File: config.mk
export PLATFORM = sky130hd
export DESIGN_NAME = baro_cmd_port
export DESIGN_NICKNAME = d
export VERILOG_FILES = /design/src/include/baro_port_pkg.sv /design/src/hw/baro_cmd_port.sv
export SDC_FILE = /design/constraint.sdc
export NUM_CORES = 1
export LEC_CHECK = 0
export ABC_CLOCK_PERIOD_IN_PS = 6070
export BUFFER_PORTS_ARGS = -buffer_cell sky130_fd_sc_hd__buf_4
export CAP_MARGIN = 20
export CELL_PAD_IN_SITES_DETAIL_PLACEMENT = 1
export CELL_PAD_IN_SITES_GLOBAL_PLACEMENT = 1
export CORE_MARGIN = 1
export CORE_UTILIZATION = 25
export DETAILED_ROUTE_END_ITERATION = 6
export PLACE_DENSITY_LB_ADDON = 0.1
export SLEW_MARGIN = 25
export SYNTH_ARGS = -nofsm -noshare
export SYNTH_HDL_FRONTEND = slang
export SYNTH_SLANG_ARGS = --single-unit
File: constraint.sdc
create_clock -name clock_i -period 6.07 [get_ports clock_i]
set_input_delay 0.9105 -clock clock_i [delete_from_list [all_inputs] [get_ports clock_i]]
set_output_delay 0.9105 -clock clock_i [all_outputs]
set_load 0.01 [all_outputs]
File: src/include/baro_port_pkg.sv
// constants and types for the two-wire command port of the pressure sensor
package baro_port_pkg;
  // bus address: fixed upper six bits, seventh bit is the inverted chip select level
  localparam logic [5:0] DEV_ADDR_HI     = 6'h3b;
  // command bytes
  localparam logic [7:0] CMD_RESET       = 8'h1e;
  localparam logic [7:0] CMD_ADC_READ    = 8'h00;
  localparam logic [3:0] CMD_CAL_HI      = 4'ha;
  localparam logic [2:0] CMD_CONV_HI     = 3'h2;
  localparam logic [2:0] MAX_RATIO_CODE  = 3'h4;
  // calibration memory word offsets
  localparam logic [2:0] OFS_FACTORY_SETUP_WORD = 3'h0;
  localparam logic [2:0] OFS_CAL_COEFFICIENT_1  = 3'h1;
  localparam logic [2:0] OFS_CAL_COEFFICIENT_6  = 3'h6;
  localparam logic [2:0] OFS_CHECK_CODE_WORD    = 3'h7;
  localparam int         CHECK_CODE_W    = 4;
  localparam int         CAL_WORDS       = 8;
  localparam int         CAL_WORD_W      = 16;
  localparam int         RESULT_W        = 24;
  // first byte index sent in a read, per read mode (index 3 and above sends zero)
  localparam logic [1:0] IDX_ADC_FIRST   = 2'h0;
  localparam logic [1:0] IDX_CAL_FIRST   = 2'h1;
  localparam logic [1:0] IDX_NONE        = 2'h3;
  localparam logic [3:0] BITS_PER_BYTE   = 4'h8;

  typedef enum logic [3:0] {
    ST_IDLE     = 4'h0,
    ST_ADDR     = 4'h1,
    ST_ADDR_ACK = 4'h2,
    ST_ACK_HOLD = 4'h3,
    ST_CMD      = 4'h4,
    ST_CMD_ACK  = 4'h5,
    ST_TX       = 4'h6,
    ST_TX_ACK   = 4'h7,
    ST_TX_LOAD  = 4'h8,
    ST_IGNORE   = 4'h9
  } port_state_t;

  typedef enum logic [1:0] {
    MODE_NONE = 2'h0,
    MODE_ADC  = 2'h1,
    MODE_CAL  = 2'h2
  } read_mode_t;

  typedef struct packed {
    logic       start;
    logic       temperature;
    logic [2:0] oversampling_ratio;
  } conv_req_t;

  typedef struct packed {
    logic [1:0]                           scl_sync;
    logic [1:0]                           sda_sync;
    logic [1:0]                           cs_sync;
    logic [1:0]                           psel_sync;
    logic                                 scl_prev;
    logic                                 sda_prev;
    port_state_t                          st;
    logic [3:0]                           cnt;
    logic [7:0]                           sh;
    logic                                 rd;
    logic                                 drive;
    read_mode_t                           mode;
    logic [1:0]                           byte_idx;
    logic [RESULT_W-1:0]                  tx_word;
    logic [RESULT_W-1:0]                  result;
    logic                                 result_valid;
    logic                                 busy;
    logic                                 corrupt;
    logic                                 loaded;
    logic [CAL_WORDS-1:0][CAL_WORD_W-1:0] cal;
    conv_req_t                            conv;
  } port_regs_t;
endpackage

File: src/hw/baro_cmd_port.sv
// two-wire slave command port with calibration memory and conversion control
// How it works
// RL1 - start opens and stop closes every message; only framed bytes count
// RL2 - answer address 111011 plus inverted chip select, then read/write bit
// RL3 - reset command is taken at any moment, aborting conversions and reads
// RL4 - master recovers a stuck acknowledge with extra clocks then reset
// RL5 - memory read: write carries command, then separate read fetches the word
// RL6 - memory word sent high byte first; master acks then nacks then stops
// RL7 - conversion command makes the port busy until the converter finishes
// RL8 - result read command, then three result bytes follow on read
// RL9 - every byte is followed by an acknowledge before the next is sent
// RL10 - calibration memory is 128 bits and carries a 4-bit check code
// RL11 - word 0 is reserved factory data, not a coefficient
// RL12 - words 1 to 6 are coefficients; word 7 holds check code in low nibble
// RL13 - memory read command 0xA0..0xAE carries word address in bits 3..1
// RL14 - 0x40..0x48 pressure, 0x50..0x58 temperature; oversampling in bits 3..1
// RL15 - result read gives zero if none, repeated or mid-conversion; overlap corrupts
// RL16 - master sends reset once after power-on to load calibration storage
module baro_cmd_port #(
  parameter logic [baro_port_pkg::CAL_WORDS-1:0][baro_port_pkg::CAL_WORD_W-1:0] CAL_IMAGE =
    {16'h0007, 16'h0006, 16'h0005, 16'h0004, 16'h0003, 16'h0002, 16'h0001, 16'h0000},
  parameter logic [baro_port_pkg::CHECK_CODE_W-1:0] CHECK_CODE = 4'h0
) (
  input  wire logic                                  clock_i,
  input  wire logic                                  rst_n_i,
  input  wire logic                                  scl_i,
  input  wire logic                                  sda_i,
  output logic                                       sda_o,
  output logic                                       sda_oe_o,
  input  wire logic                                  chip_select_pin_i,
  input  wire logic                                  protocol_select_pin_i,
  output baro_port_pkg::conv_req_t                   conv_o,
  input  wire logic                                  conv_done_i,
  input  wire logic [baro_port_pkg::RESULT_W-1:0]    conv_result_i,
  output logic                                       busy_o
);

  baro_port_pkg::port_regs_t q;
  baro_port_pkg::port_regs_t d;
  logic                      scl_rise;
  logic                      scl_fall;
  logic                      bus_start;
  logic                      bus_stop;
  logic                      addr_match;
  logic                      exec;
  logic [7:0]                next_byte;
  logic [1:0]                next_idx;

  function automatic logic [7:0] pick(input logic [baro_port_pkg::RESULT_W-1:0] w,
                                      input logic [1:0] i);
    logic [7:0] b;
    case (i)
      2'h0:    b = w[23:16];
      2'h1:    b = w[15:8];
      2'h2:    b = w[7:0];
      default: b = 8'h00;
    endcase
    return b;
  endfunction

  always_comb begin
    d         = q;
    exec      = 1'b0;
    next_byte = 8'h00;
    next_idx  = q.byte_idx;
    d.conv.start = 1'b0;
    // two-flop synchronisers on every pin; only stage 1 is read by logic
    d.scl_sync = {q.scl_sync[0], scl_i};
    d.sda_sync = {q.sda_sync[0], sda_i};
    d.cs_sync  = {q.cs_sync[0], chip_select_pin_i};
    d.psel_sync = {q.psel_sync[0], protocol_select_pin_i};
    d.scl_prev = q.scl_sync[1];
    d.sda_prev = q.sda_sync[1];
    scl_rise   = q.scl_sync[1] & ~q.scl_prev;
    scl_fall   = ~q.scl_sync[1] & q.scl_prev;
    bus_start  = q.scl_sync[1] & q.scl_prev & ~q.sda_sync[1] & q.sda_prev;
    bus_stop   = q.scl_sync[1] & q.scl_prev & q.sda_sync[1] & ~q.sda_prev;
    addr_match = (q.sh[7:2] == baro_port_pkg::DEV_ADDR_HI) &&
                 (q.sh[1] == ~q.cs_sync[1]);                                  // [RL2]

    // converter finishing; an overlapped command leaves a wrong result
    if (conv_done_i && q.busy) begin                                          // [RL7]
      d.busy         = 1'b0;
      d.result       = q.corrupt ? ~conv_result_i : conv_result_i;            // [RL15]
      d.result_valid = 1'b1;
      d.corrupt      = 1'b0;
    end

    case (q.st)
      baro_port_pkg::ST_IDLE: begin
        d.drive = 1'b0;
      end
      baro_port_pkg::ST_ADDR, baro_port_pkg::ST_CMD: begin
        if (scl_rise) begin
          d.sh  = {q.sh[6:0], q.sda_sync[1]};
          d.cnt = q.cnt + 4'h1;
          if (q.cnt == baro_port_pkg::BITS_PER_BYTE - 4'h1) begin
            d.st = (q.st == baro_port_pkg::ST_ADDR) ? baro_port_pkg::ST_ADDR_ACK
                                                    : baro_port_pkg::ST_CMD_ACK;
          end
        end
      end
      baro_port_pkg::ST_ADDR_ACK: begin
        if (scl_fall) begin
          if (addr_match) begin                                               // [RL2]
            d.drive = 1'b1;
            d.rd    = q.sh[0];
            d.st    = baro_port_pkg::ST_ACK_HOLD;
          end else begin
            d.st = baro_port_pkg::ST_IGNORE;
          end
        end
      end
      baro_port_pkg::ST_CMD_ACK: begin
        if (scl_fall) begin
          d.drive = 1'b1;
          exec    = 1'b1;
          d.st    = baro_port_pkg::ST_ACK_HOLD;
        end
      end
      baro_port_pkg::ST_ACK_HOLD: begin
        if (scl_fall) begin
          d.drive = 1'b0;
          d.cnt   = 4'h0;
          if (q.rd) begin
            // first byte goes out on the same falling edge that ends the ack
            case (q.mode)
              baro_port_pkg::MODE_ADC:  next_idx = baro_port_pkg::IDX_ADC_FIRST;   // [RL8]
              baro_port_pkg::MODE_CAL:  next_idx = baro_port_pkg::IDX_CAL_FIRST;   // [RL5]
              default:                  next_idx = baro_port_pkg::IDX_NONE;
            endcase
            next_byte  = pick(q.tx_word, next_idx);                           // [RL6]
            d.byte_idx = next_idx;
            d.sh       = next_byte;
            d.drive    = ~next_byte[7];
            d.st       = baro_port_pkg::ST_TX;
          end else begin
            d.st = baro_port_pkg::ST_CMD;
          end
        end
      end
      baro_port_pkg::ST_TX: begin
        if (scl_rise) begin
          d.cnt = q.cnt + 4'h1;
        end else if (scl_fall) begin
          if (q.cnt == baro_port_pkg::BITS_PER_BYTE) begin
            d.drive = 1'b0;                                                   // [RL9]
            d.st    = baro_port_pkg::ST_TX_ACK;
          end else begin
            d.sh    = {q.sh[6:0], 1'b0};
            d.drive = ~q.sh[6];
          end
        end
      end
      baro_port_pkg::ST_TX_ACK: begin
        if (scl_rise) begin
          // a not-acknowledge ends the read; the master then sends stop
          d.st = q.sda_sync[1] ? baro_port_pkg::ST_IGNORE                     // [RL9]
                               : baro_port_pkg::ST_TX_LOAD;
        end
      end
      baro_port_pkg::ST_TX_LOAD: begin
        if (scl_fall) begin
          // past the last valid byte the index saturates and zeros go out
          next_idx   = (q.byte_idx == 2'h3) ? 2'h3 : q.byte_idx + 2'h1;
          next_byte  = pick(q.tx_word, next_idx);                             // [RL6]
          d.byte_idx = next_idx;
          d.sh       = next_byte;
          d.drive    = ~next_byte[7];
          d.cnt      = 4'h0;
          d.st       = baro_port_pkg::ST_TX;
        end
      end
      baro_port_pkg::ST_IGNORE: begin
        d.drive = 1'b0;
      end
      default: begin
        d.st    = baro_port_pkg::ST_IDLE;
        d.drive = 1'b0;
      end
    endcase

    if (exec) begin
      if (q.sh == baro_port_pkg::CMD_RESET) begin                            // [RL3]
        // abandons any conversion and read state; reloads calibration storage
        d.busy         = 1'b0;
        d.corrupt      = 1'b0;
        d.result_valid = 1'b0;
        d.result       = '0;
        d.mode         = baro_port_pkg::MODE_NONE;
        d.tx_word      = '0;
        d.loaded       = 1'b1;                                                // [RL16]
        for (int w = 0; w < baro_port_pkg::CAL_WORDS; w++) begin              // [RL10]
          d.cal[w] = CAL_IMAGE[w];                                            // [RL11]
        end
        d.cal[baro_port_pkg::OFS_CHECK_CODE_WORD] =
          {CAL_IMAGE[baro_port_pkg::OFS_CHECK_CODE_WORD][15:4], CHECK_CODE};  // [RL12]
      end else if (q.sh == baro_port_pkg::CMD_ADC_READ) begin
        d.mode = baro_port_pkg::MODE_ADC;                                     // [RL8]
        if (q.busy) begin
          d.tx_word = '0;                                                     // [RL15]
          d.corrupt = 1'b1;
        end else begin
          d.tx_word      = q.result_valid ? q.result : '0;                    // [RL15]
          d.result_valid = 1'b0;
        end
      end else if (q.sh[7:4] == baro_port_pkg::CMD_CAL_HI && !q.sh[0]) begin
        d.mode    = baro_port_pkg::MODE_CAL;                                  // [RL5]
        // storage stays zero until the reset command has loaded it
        d.tx_word = {8'h00, q.cal[q.sh[3:1]]};                                // [RL13]
      end else if (q.sh[7:5] == baro_port_pkg::CMD_CONV_HI && !q.sh[0] &&
                   q.sh[3:1] <= baro_port_pkg::MAX_RATIO_CODE) begin          // [RL14]
        d.mode                    = baro_port_pkg::MODE_NONE;
        d.tx_word                 = '0;
        d.conv.start              = 1'b1;
        d.conv.temperature        = q.sh[4];
        d.conv.oversampling_ratio = q.sh[3:1];
        d.result_valid            = 1'b0;
        if (q.busy) begin
          d.corrupt = 1'b1;                                                   // [RL15]
        end
        d.busy = 1'b1;                                                        // [RL7]
      end
    end

    // framing overrides whatever the byte engine was doing
    if (bus_stop) begin                                                      // [RL1]
      d.st    = baro_port_pkg::ST_IDLE;
      d.drive = 1'b0;
    end else if (bus_start) begin                                            // [RL1]
      d.st    = baro_port_pkg::ST_ADDR;
      d.cnt   = 4'h0;
      d.drive = 1'b0;
    end
    // protocol select low parks the port; it never pulls the data line then
    if (!q.psel_sync[1]) begin
      d.st    = baro_port_pkg::ST_IDLE;
      d.drive = 1'b0;
    end
  end

  always_ff @(posedge clock_i) begin
    if (!rst_n_i) begin
      q <= '0;
    end else begin
      q <= d;
    end
  end

  assign sda_o    = 1'b0;
  assign sda_oe_o = q.drive;
  assign conv_o   = q.conv;
  assign busy_o   = q.busy;
endmodule // baro_cmd_port

==> results.tsv <==
stage	metric	value	unit
run_status	status	finished, final reports clean	
logic_synthesis	seq_area_frac_synth	39.4	%
power_and_ir_drop	clockPowerShare	48.2	%
floorplan	start_util	25.9	%
global_routing	grt_pass1_wl	20.9	mm
setup_path	critPathBufInv	0	
timing	finalSetupViolations	0	
floorplan	die_area	18700	um2
route	drt_first_pass_iters	4	
setup_path	cp.required	6.35	ns
route	ant_nets	0	
timing	period_share	45.5	%
cells_and_area	num_antenna_cells	0	
logic_synthesis	ys_ff_latch	89	
floorplan	ios	39	
power_and_ir_drop	sequentialPowerShare	48.4	%
cells_and_area	fillCellCount	2042	
logic_synthesis	yosysTopAreaCell	dfxtp_1	
route	wl_per_cell	17.3	um
floorplan	core-area	17500	um2
logic_synthesis	synthTopCellsByArea	dfxtp_1, mux2i_1, xnor2_1	
power_and_ir_drop	p_int	0.942	mW
timing	slew_viol_final	0	
placed_design	placed_cells	730	
route	route.detailed.drc	0	
clocking	cts_tree	done	
route	dr.first_iter.drc_count	237	
route	routed_via_density	5.08	
timing	max_freq	0.362	GHz
logic_synthesis	synth_cell_types	70	
cells_and_area	fin_util	29.7	%
clocking	cts-resized-gates	0	
clocking	cts_buffer_depth	2	
timing	rsz0062_at_grt	no	
setup_path	cp-end-kind	register	
clocking	post-cts-setup-buffers	0	
placed_design	hpwl	9.22	mm
setup_path	cp_max_fo	24	
logic_synthesis	synth_commonest_cells	dfxtp_1, nor2_1, nand2_1, a211oi_1, xnor2_1	
clocking	htree_levels	3	
timing	setup_ws	3.31	ns
job	max-cap-violations	0	
setup_path	slowest_stage	dfxtp_1	
route	vias	3792	
setup_path	crit_family	compound AO/OA/AOI/OAI gates	
placed_design	dpl-instance-area	4880	um2
global_routing	grtUsageTotal	14.7	%
global_routing	grt_max_degree	50	
power_and_ir_drop	power_frac_comb	3.4	%
route	totalWireLength	12.9	mm
logic_synthesis	synth_nets	547	
setup_path	cpPeakStageDelay	0.87	ns
clocking	postCtsHoldBufs	0	
placed_design	dp_slack	3.13	ns
global_routing	grt_pass1_vias	3784	
placed_design	numPortBuffers	37	
power_and_ir_drop	p_switching	0.274	mW
global_routing	grt-ovfl-total	0	
logic_synthesis	ys.warnings.count	0	
logic_synthesis	synthCells	512	
timing	hold-worst-slack	0.433	ns
clocking	clock_latency	0.35	ns
power_and_ir_drop	p_leak	1.72	nW
clocking	cts_sinks	89	
cells_and_area	seqCellArea	1780	um2
cells_and_area	syn2layout_area_growth	14.6	%
timing	skew	0.00789	ns
cells_and_area	multi_input_area	2490	um2
clocking	cts_made_buffers	9	
clocking	cts-root-buf	clkbuf_16	
power_and_ir_drop	cellPowerDensity	234	nW/um2
global_routing	antenna_found_initial	0	
setup_path	path_class	register to register	
timing	worstMarginPinSlew	0.847	ns
floorplan	rows	48	
floorplan	die_width	137	um
power_and_ir_drop	vdd_drop_max	0.134	mV
setup_path	worst_setup_path_start_kind	register	
cells_and_area	design_area	5190	um2
logic_synthesis	synth-edff-count	0	
setup_path	arrival	3.04	ns
cells_and_area	stdcell_count	746	
timing	slew_headroom	43.4	%
timing	fin_setup_tns	0	ns
worst_hold_path	hold_class	register to register	
cells_and_area	drive_above_1_share	12.9	%
logic_synthesis	mappedNetlistArea	4530	um2
power_and_ir_drop	sw_frac_of_total	22.6	%
logic_synthesis	yosys.area.top_type_share	39.4	%
logic_synthesis	yosysMostFrequentCell	dfxtp_1	
setup_path	path_cells	xnor2_1 > a2111oi_0 > a311o_1 > o21ai_0 > a31oi_1	
logic_synthesis	avgSynthCellArea	8.84	um2
floorplan	fp.dieH	137	um
power_and_ir_drop	power.total	1.22	mW
clocking	path_clk_slew	0.07	ns
timing	fin_crit	2.76	ns
timing	hold_viol_final	0	
cells_and_area	fin_nets	551	
logic_synthesis	synth_ff_type	dfxtp_1	
placed_design	finalWeightedCongestion	0.751	
logic_synthesis	async_reset_ff_share	0	%
per-layer routing:
layer,vias up,part of all wire [%],GRT usage (%)
met5,-,0,0
met1,1848,49,19.9
met3,15,2.5,2.33
met2,50,46,23.0
met4,0,1.9,6.36
li1,1879,-,-
cells by family after synthesis:
logic type,synth area share [%]
buf+inv,5.97
xor+xnor,5.03
compound gates,25.5
mux,4.86
fa+ha+maj,1.11
flops,39.4
simple gates,18.1
other cells,0.0828
final timing paths:
kind / start / to / slack, ns / cells after the start
max: q[205]$_SDFFE_PP0P_ / q[203]$_SDFFE_PP0P_ / 3.31 / 5
min: d[210]$_SDFF_PN0_ / q[210]$_SDFF_PN0_ / 0.43 / 1
max reg2reg: q[205]$_SDFFE_PP0P_ / q[203]$_SDFFE_PP0P_ / 3.31 / 5
min reg2reg: d[210]$_SDFF_PN0_ / q[210]$_SDFF_PN0_ / 0.43 / 1
layout make-up:
| type | count | area share [%] |
|---|---|---|
| multi-input cells | 367 | 48.0 |
| flip-flops and latches | 89 | 34.3 |
| repair buffers | 39 | 5.64 |
| well taps | 225 | 5.42 |
| clock buffers | 11 | 4.68 |
| clock inverters | 5 | 1.18 |
| inverters | 10 | 0.723 |
registers in the layout, indices dropped and copies added, names as in the netlist:
register  flops
q            76
conv_o        5
d             6
sda_oe_o      1
busy_o        1
cells in the final DEF, fill, tap and decap left out, types with 15 or more instances in the layout:
cell type,count
a211oi_1,25
a21oi_1,19
a22o_1,19
buf_4,39
dfxtp_1,89
mux2i_1,22
nand2_1,26
nand3_1,15
nor2_1,48
o21ai_0,21
xnor2_1,25
power groups by stage:
stage,sequential (mW),combinational [mW],clock [mW]
2_1_floorplan,0.601,0.0222,0
3_3_place_gp,0.602,0.0409,0
3_5_place_dp,0.602,0.0427,0
4_1_cts,0.589,0.0428,0.606
5_1_grt,0.589,0.0456,0.634
6_report,0.589,0.0415,0.586
Power figures use the tool's default switching activity.
